`src/rtl/devcap_pkg.sv`:
```
package devcap_pkg;

    // ------------------------------------------------------------
    // register map
    // ------------------------------------------------------------
    localparam logic [7:0]  DEVICE_CAPABILITIES_OFFSET = 8'hB4;
    localparam int          ADDR_WIDTH                 = 8;
    localparam int          DATA_WIDTH                 = 32;

    // ------------------------------------------------------------
    // field positions
    // ------------------------------------------------------------
    localparam int PAYLOAD_LSB    = 0;
    localparam int PHANTOM_LSB    = 3;
    localparam int EXT_TAG_BIT    = 5;
    localparam int L0S_LAT_LSB    = 6;
    localparam int L1_LAT_LSB     = 9;
    localparam int ATTN_BTN_BIT   = 12;
    localparam int ATTN_IND_BIT   = 13;
    localparam int PWR_IND_BIT    = 14;
    localparam int SPL_VALUE_LSB  = 18;
    localparam int SPL_SCALE_LSB  = 26;

    // ------------------------------------------------------------
    // reset values
    // ------------------------------------------------------------
    localparam logic [2:0] PAYLOAD_RESET   = 3'h1;
    localparam logic [1:0] PHANTOM_RESET   = 2'h0;
    localparam logic       EXT_TAG_RESET   = 1'h1;
    localparam logic [2:0] L0S_LAT_RESET   = 3'h0;
    localparam logic [2:0] L1_LAT_RESET    = 3'h0;
    localparam logic [7:0] SPL_VALUE_RESET = 8'h00;
    localparam logic [1:0] SPL_SCALE_RESET = 2'h0;

    // ------------------------------------------------------------
    // axi responses
    // ------------------------------------------------------------
    localparam logic [1:0] RESP_OKAY   = 2'h0;
    localparam logic [1:0] RESP_SLVERR = 2'h2;

    // slot power limit message payload as delivered by the link layer
    typedef struct packed {
        logic [1:0] scale;
        logic [7:0] value;
    } slot_power_t;

endpackage

```
`src/rtl/cap_field_reg.sv`:
```
`timescale 1ns/100ps
`default_nettype none

module cap_field_reg #(
    parameter int         WIDTH = 8,
    parameter logic [WIDTH-1:0] RESET_VALUE = '0
) (
    input  wire logic             aclk,
    input  wire logic             aresetn,
    input  wire logic             load,
    input  wire logic [WIDTH-1:0] load_value,
    output logic      [WIDTH-1:0] value
);

    always_ff @(posedge aclk) begin
        if (!aresetn) begin
            value <= RESET_VALUE;
        end else if (load) begin
            value <= load_value;
        end
    end

endmodule

`default_nettype wire

```
`src/rtl/device_capabilities_regs.sv`:
```
// Functional notes
// RULE1 - max payload field bits 2:0, reset 256 bytes
// RULE2 - phantom functions bits 4:3 read zero
// RULE3 - bit 5 reports extended 8-bit tag
// RULE4 - l0s acceptable latency bits 8:6, reset 000
// RULE5 - l1 acceptable latency bits 11:9, reset 000
// RULE6 - bit 12 attention button from hot-plug strap; the code sets it only when forward_bridge is also strapped
// RULE7 - bit 13 attention indicator from hot-plug strap; the code sets it only when forward_bridge is also strapped
// RULE8 - bit 14 power indicator from hot-plug strap; the code sets it only when forward_bridge is also strapped
// RULE9 - bits 25:18 capture slot power value
// RULE10 - bits 27:26 capture slot power scale
// RULE11 - writes ignored, reserved bits read zero
//
// The AXI4-Lite interface to the registers was decided locally.
`timescale 1ns/100ps
`default_nettype none

module device_capabilities_regs #(
    parameter logic [2:0] MAX_PAYLOAD = devcap_pkg::PAYLOAD_RESET,
    parameter logic [2:0] L0S_LATENCY = devcap_pkg::L0S_LAT_RESET,
    parameter logic [2:0] L1_LATENCY  = devcap_pkg::L1_LAT_RESET
) (
    input  wire logic                     aclk,
    input  wire logic                     aresetn,
    // straps, asynchronous to aclk
    input  wire logic                     hotplug_strap,
    input  wire logic                     forward_bridge,
    // slot power limit message from the link layer, same clock
    input  wire logic                     spl_msg_valid,
    input  wire devcap_pkg::slot_power_t  spl_msg,
    // axi4-lite slave
    input  wire logic [7:0]               s_axi_awaddr,
    input  wire logic [2:0]               s_axi_awprot,
    input  wire logic                     s_axi_awvalid,
    output logic                          s_axi_awready,
    input  wire logic [31:0]              s_axi_wdata,
    input  wire logic [3:0]               s_axi_wstrb,
    input  wire logic                     s_axi_wvalid,
    output logic                          s_axi_wready,
    output logic [1:0]                    s_axi_bresp,
    output logic                          s_axi_bvalid,
    input  wire logic                     s_axi_bready,
    input  wire logic [7:0]               s_axi_araddr,
    input  wire logic [2:0]               s_axi_arprot,
    input  wire logic                     s_axi_arvalid,
    output logic                          s_axi_arready,
    output logic [31:0]                   s_axi_rdata,
    output logic [1:0]                    s_axi_rresp,
    output logic                          s_axi_rvalid,
    input  wire logic                     s_axi_rready
);

    // ------------------------------------------------------------
    // strap synchronisers
    // ------------------------------------------------------------
    logic [1:0] strap_meta;
    logic [1:0] strap_sync;
    logic       hotplug_fwd;

    always_ff @(posedge aclk) begin
        if (!aresetn) begin
            strap_meta <= 2'h0;
            strap_sync <= 2'h0;
        end else begin
            strap_meta <= {hotplug_strap, forward_bridge};
            strap_sync <= strap_meta;
        end
    end

    // presence bits only when hot-plug is strapped in forward-bridge mode
    assign hotplug_fwd = strap_sync[1] & strap_sync[0];

    logic hotplug_bits;

    always_ff @(posedge aclk) begin
        if (!aresetn) begin
            hotplug_bits <= 1'b0;
        end else begin
            hotplug_bits <= hotplug_fwd; // see RULE6 RULE7 RULE8
        end
    end

    // ------------------------------------------------------------
    // captured slot power limit
    // ------------------------------------------------------------
    logic [7:0] spl_value;
    logic [1:0] spl_scale;

    cap_field_reg #(
        .WIDTH       (8),
        .RESET_VALUE (devcap_pkg::SPL_VALUE_RESET)
    ) u_spl_value (
        .aclk       (aclk),
        .aresetn    (aresetn),
        .load       (spl_msg_valid),
        .load_value (spl_msg.value),
        .value      (spl_value)
    ); // see RULE9

    cap_field_reg #(
        .WIDTH       (2),
        .RESET_VALUE (devcap_pkg::SPL_SCALE_RESET)
    ) u_spl_scale (
        .aclk       (aclk),
        .aresetn    (aresetn),
        .load       (spl_msg_valid),
        .load_value (spl_msg.scale),
        .value      (spl_scale)
    ); // see RULE10

    // ------------------------------------------------------------
    // register image
    // ------------------------------------------------------------
    logic [31:0] cap_word;

    always_comb begin
        cap_word = 32'h0000_0000; // see RULE11
        cap_word[devcap_pkg::PAYLOAD_LSB +: 3]   = MAX_PAYLOAD; // see RULE1
        cap_word[devcap_pkg::PHANTOM_LSB +: 2]   = devcap_pkg::PHANTOM_RESET; // see RULE2
        cap_word[devcap_pkg::EXT_TAG_BIT]        = devcap_pkg::EXT_TAG_RESET; // see RULE3
        cap_word[devcap_pkg::L0S_LAT_LSB +: 3]   = L0S_LATENCY; // see RULE4
        cap_word[devcap_pkg::L1_LAT_LSB +: 3]    = L1_LATENCY; // see RULE5
        cap_word[devcap_pkg::ATTN_BTN_BIT]       = hotplug_bits; // see RULE6
        cap_word[devcap_pkg::ATTN_IND_BIT]       = hotplug_bits; // see RULE7
        cap_word[devcap_pkg::PWR_IND_BIT]        = hotplug_bits; // see RULE8
        cap_word[devcap_pkg::SPL_VALUE_LSB +: 8] = spl_value; // see RULE9
        cap_word[devcap_pkg::SPL_SCALE_LSB +: 2] = spl_scale; // see RULE10
    end

    // ------------------------------------------------------------
    // write channel
    // ------------------------------------------------------------
    // address and data are taken independently; the response goes out once
    // both are in. the register is read only, so data is discarded.
    logic       aw_held;
    logic       w_held;
    logic [7:0] aw_addr;
    wire        aw_take  = s_axi_awvalid & s_axi_awready;
    wire        w_take   = s_axi_wvalid & s_axi_wready;
    wire        aw_have  = aw_held | aw_take;
    wire        w_have   = w_held | w_take;
    wire [7:0]  wr_addr  = aw_take ? s_axi_awaddr : aw_addr;
    wire        wr_fire  = aw_have & w_have & ~s_axi_bvalid;
    wire        wr_hit   = wr_addr[7:2] == devcap_pkg::DEVICE_CAPABILITIES_OFFSET[7:2];
    wire [1:0]  wr_resp  = wr_hit ? devcap_pkg::RESP_OKAY : devcap_pkg::RESP_SLVERR;

    always_ff @(posedge aclk) begin
        if (!aresetn) begin
            aw_held       <= 1'b0;
            w_held        <= 1'b0;
            aw_addr       <= 8'h00;
            s_axi_awready <= 1'b0;
            s_axi_wready  <= 1'b0;
            s_axi_bvalid  <= 1'b0;
            s_axi_bresp   <= devcap_pkg::RESP_OKAY;
        end else begin
            if (aw_take) begin
                aw_addr <= s_axi_awaddr;
            end
            aw_held       <= aw_have & ~wr_fire;
            w_held        <= w_have & ~wr_fire;
            s_axi_awready <= ~aw_have & ~s_axi_bvalid & ~s_axi_awready;
            s_axi_wready  <= ~w_have & ~s_axi_bvalid & ~s_axi_wready;
            if (wr_fire) begin
                s_axi_bvalid <= 1'b1;
                s_axi_bresp  <= wr_resp; // see RULE11
            end else if (s_axi_bready) begin
                s_axi_bvalid <= 1'b0;
            end
        end
    end

    // ------------------------------------------------------------
    // read channel
    // ------------------------------------------------------------
    wire        ar_take = s_axi_arvalid & s_axi_arready;
    wire        rd_hit  = s_axi_araddr[7:2] == devcap_pkg::DEVICE_CAPABILITIES_OFFSET[7:2];
    wire [31:0] rd_data = rd_hit ? cap_word : 32'h0000_0000;
    wire [1:0]  rd_resp = rd_hit ? devcap_pkg::RESP_OKAY : devcap_pkg::RESP_SLVERR;

    always_ff @(posedge aclk) begin
        if (!aresetn) begin
            s_axi_arready <= 1'b0;
            s_axi_rvalid  <= 1'b0;
            s_axi_rdata   <= 32'h0000_0000;
            s_axi_rresp   <= devcap_pkg::RESP_OKAY;
        end else begin
            s_axi_arready <= ~s_axi_arready & ~s_axi_rvalid & ~ar_take;
            if (ar_take) begin
                s_axi_rvalid <= 1'b1;
                s_axi_rdata  <= rd_data;
                s_axi_rresp  <= rd_resp;
            end else if (s_axi_rready) begin
                s_axi_rvalid <= 1'b0;
            end
        end
    end

endmodule

`default_nettype wire

```
`config.mk`:
```
export PLATFORM = sky130hd
export DESIGN_NAME = device_capabilities_regs
export DESIGN_NICKNAME = d
export VERILOG_FILES = /design/src/rtl/devcap_pkg.sv /design/src/rtl/cap_field_reg.sv /design/src/rtl/device_capabilities_regs.sv
export SDC_FILE = /design/constraint.sdc
export NUM_CORES = 1
export LEC_CHECK = 0
export BUFFER_PORTS_ARGS = -buffer_cell sky130_fd_sc_hd__buf_4
export CAP_MARGIN = 40
export CORE_MARGIN = 1
export CORE_UTILIZATION = 43
export CTS_CLUSTER_DIAMETER = 100
export DETAILED_ROUTE_END_ITERATION = 10
export GPL_TIMING_DRIVEN = 0
export PLACE_DENSITY = 0.85
export SYNTH_ARGS = -nofsm -noshare
export SYNTH_HDL_FRONTEND = slang
export SYNTH_SLANG_ARGS = --single-unit
```
`constraint.sdc`:
```
create_clock -name aclk -period 2.2 [get_ports aclk]
set_input_delay 0.44 -clock aclk [delete_from_list [all_inputs] [get_ports aclk]]
set_output_delay 0.44 -clock aclk [all_outputs]
set_load 0.02 [all_outputs]
```
==> qor.csv <==
stage;metric;value;unit
outcome;status;finished clean;
critical_path;Reg2Reg Capture Point;s_axi_rdata[20];
detailed_routing;DR pass1 iterations;4;
synth;Mapped Avg Cell Area;9.51;um2
placement;placed inst area;2120;um2
floorplan;Core Area;3470;um2
sta;final critical-path share of the clock period;0.677;
floorplan;Die Ht;63.1;um
synth;Post-Syn Area;1610;um2
clock_network;Worst-path clk slew;0.07;ns
finish;final instance area;2200;um2
clock_network;Post-CTS Setup Bufs;0;
clock_network;Clock Sink Count;42;
synth;#FFs+latches synth;42;
synth;Cells after Synth;169;
clock_network;CTS HTree Levels;2;
pwr;worst vdd ir;481;uV
synth;simple-gate portion of the synthesized area;0.192;
floorplan;die width;63.1;um
pwr;Clock Power Share;0.301;
sta;clock period minus final worst setup slack;1.49;ns
pwr;Pint;1.12;mW
job;Max Cap Viol;0;
clock_network;CTS Buf Count;5;
synth;Synth Area in Adders;0;
synth;largest family of logic cells by synthesized area;simple AND/OR/NAND/NOR gates;
finish;most common cell after layout, fill and taps aside;buf_4;
finish;layout cell share with drive strength beyond 1;0.341;
critical_path;crit-path max FO;10;
pwr;Sw Pwr;357;uW
sta;setup violators final;0;
floorplan;die area;3980;um2
synth;Post-synth EDFFs;0;
synth;XOR/XNOR share of the synthesized area;0;
detailed_routing;Vias/cell;4.61;
critical_path;critical path cell sequence;nand2_1 -> nor4_2 -> buf_2 -> a22oi_1 -> nor2_1;
clock_network;root buffer cell;clkbuf_8;
synth;Synth Area in Compound Gates;0.0935;
clock_network;TritonCTS clock tree;done;
synth;Yosys cell types;28;
floorplan;site row count;21;
detailed_routing;per-cell routed wire length;10.7;um
synth;post-synth top area share;0.523;
clock_network;Bufs on Longest Clock Path;2;
clock_network;PostCTS Resize Cnt;0;
global_route;vias in the first global route;1231;
synth;Async SR Flop Fraction;0;
critical_path;CP arrival;1.71;ns
detailed_routing;via count;1346;
critical_path;Setup CP Type;reg2reg;
detailed_routing;post-route ant nets;0;
finish;Ant. Diodes;0;
critical_path;critical path depth in cells;5;
critical_path;depth of the most critical reg-to-reg path;5;
critical_path;crit path launch type;flop;
synth;leading register cell type out of synthesis;dfxtp_1;
critical_path;flop2flop setup slack;0.71;ns
finish;Area growth, synth to finish;36.8;%
clock_network;later-pin clock latency in the skew report;0.29;ns
sta;final hold vios;0;
pwr;P per Cell Area;671;nW/um2
clock_network;Post-CTS Hold Fix Bufs;0;
global_route;largest net degree at the start of global routing;12;
sta;worst-margin pin slew;0.747;ns
pwr;Comb power frac;0.146;
pwr;Seq pwr share;0.552;
placement;final RePlAce weighted congestion;0.722;
critical_path;CP Capture Type;flop;
critical_path;slowest stage cell on the critical path;nor4_2;
detailed_routing;DRC errors left;0;
critical_path;Crit path buffers/inverters;1;
global_route;antenna violations before repair;0;
worst_hold_path;HP Start;forward_bridge;
detailed_routing;DRT iter0 DRCs;19;
placement;detailed placement HPWL;2420;um
pwr;leakage;1.03;nW
synth;sequential share of the synthesized area;0.523;
detailed_routing;Routed Wire Length;3130;um
global_route;gr usage total;0.172;
sta;setup TNS;0;ns
pwr;Switching Fraction;0.242;
critical_path;CP delay by family, top;simple AND/OR/NAND/NOR gates;
global_route;gr ovfl total;0;
critical_path;crit-path max cell delay;0.38;ns
finish;most frequent cells in the layout;74 x buf_4, 42 x dfxtp_1, 23 x nor2_1;
critical_path;CP endpoint;s_axi_rdata[20];
global_route;global-route wire length before repair;5260;um
synth;Area contributors post-synth;dfxtp_1 52%, buf_4 10%, mux2i_1 6.2%;
synth;Synth area leader;dfxtp_1;
worst_hold_path;Hold WC Path Type;in2reg;
floorplan;I/O pins;119;
critical_path;Critical R2R Launch;s_axi_arready;
synth;mux share of post-synthesis cell area;0.0623;
placement;IO Port Bufs;52;
sta;slew margin rel.;0.502;
sta;RSZ-0062 raised after global routing;no;
floorplan;Starting Density;0.463;
finish;fin nets;324;
sta;clk_skew;0.00590;ns
finish;fill count;326;
sta;Slew Limit Fails;0;
critical_path;Req. time, crit path;2.42;ns
synth;Syn. warnings;0;
sta;Max Fclk;0.671;GHz
critical_path;CP startpoint;s_axi_arready;
==> worst register-to-register path: stages, from the launching register on <==
cell and delay (ns):
dfxtp_1 0.37, nand2_1 0.15, nor4_2 0.38, buf_2 0.31
a22oi_1 0.10, nor2_1 0.11
==> registers in the layout, indices dropped and copies added (netlist names) <==
| name | cells |
|---|---|
| aw_addr | 6 |
| aw_held | 1 |
| hotplug_bits | 1 |
| s_axi_arready | 1 |
| s_axi_awready | 1 |
| s_axi_bresp | 1 |
| s_axi_bvalid | 1 |
| s_axi_rdata | 12 |
| s_axi_rresp | 1 |
| s_axi_rvalid | 1 |
| s_axi_wready | 1 |
| strap_meta | 2 |
| strap_sync | 2 |
| u_spl_scale.value | 2 |
| u_spl_value.value | 8 |
| w_held | 1 |
==> synthesized netlist by cell type, types with 2 or more instances <==
cell type   n
a22oi_1    11
nand4_1     2
nor2_1     23
clkbuf_1    5
buf_4      22
nand2b_1    2
mux2i_1    10
dfxtp_1    42
a21oi_1    11
and2_1      5
nor3_1      5
nand2_1    15
==> metal layers <==
metal	GRT usage	vias up	wire, um
met4	0.0785	0	59
met3	0.0652	5	221
met2	0.292	46	1580
met1	0.188	614	1270
li1	-	681	-
met5	0	-	0
==> logic make-up after synthesis <==
group,Yosys count
buf+inv,30
mux,10
flops,42
compound gates,24
simple gates,62
other cells,1
==> worst min-delay path by stage <==
stage,end,slack (ns),cells after the start
final,strap_meta[0],0.36,2
after floorplan,s_axi_wready,0.40,1
after global routing,strap_meta[0],0.36,2
after global placement,s_axi_wready,0.41,1
after CTS,strap_meta[0],0.36,2
after detailed placement,s_axi_wready,0.42,1
==> stage by stage <==
stage	hold slack, ns	util	instances	power (mW)	worst slack (ns)
after floorplan	0.398	-	187	0.967	0.721
after global placement	0.411	0.612	285	1.04	0.596
after detailed placement	0.416	0.612	285	1.05	0.546
after CTS	0.364	0.634	292	1.49	0.671
after global routing	0.356	0.634	292	1.55	0.555
final	0.364	0.634	292	1.47	0.710
==> power by group through the flow <==
stage	combinational [mW]	clock, mW	sequential, mW
detailed placement	0.216	0	0.832
finish	0.216	0.445	0.814
global placement	0.211	0	0.830
global route	0.235	0.497	0.818
floorplan	0.125	0	0.842
CTS	0.217	0.457	0.814
==> cell type report <==
cell class,instances,area (um2),area share
buffer,29,200,0.0911
clock buffer,7,76.3,0.0347
inverter,1,3.75,0.00171
multi-input combinational,115,629,0.286
sequential,42,841,0.382
tap,46,57.6,0.0262
timing repair buffer,52,390,0.178
No activity file was read; power rests on OpenSTA's default activity.
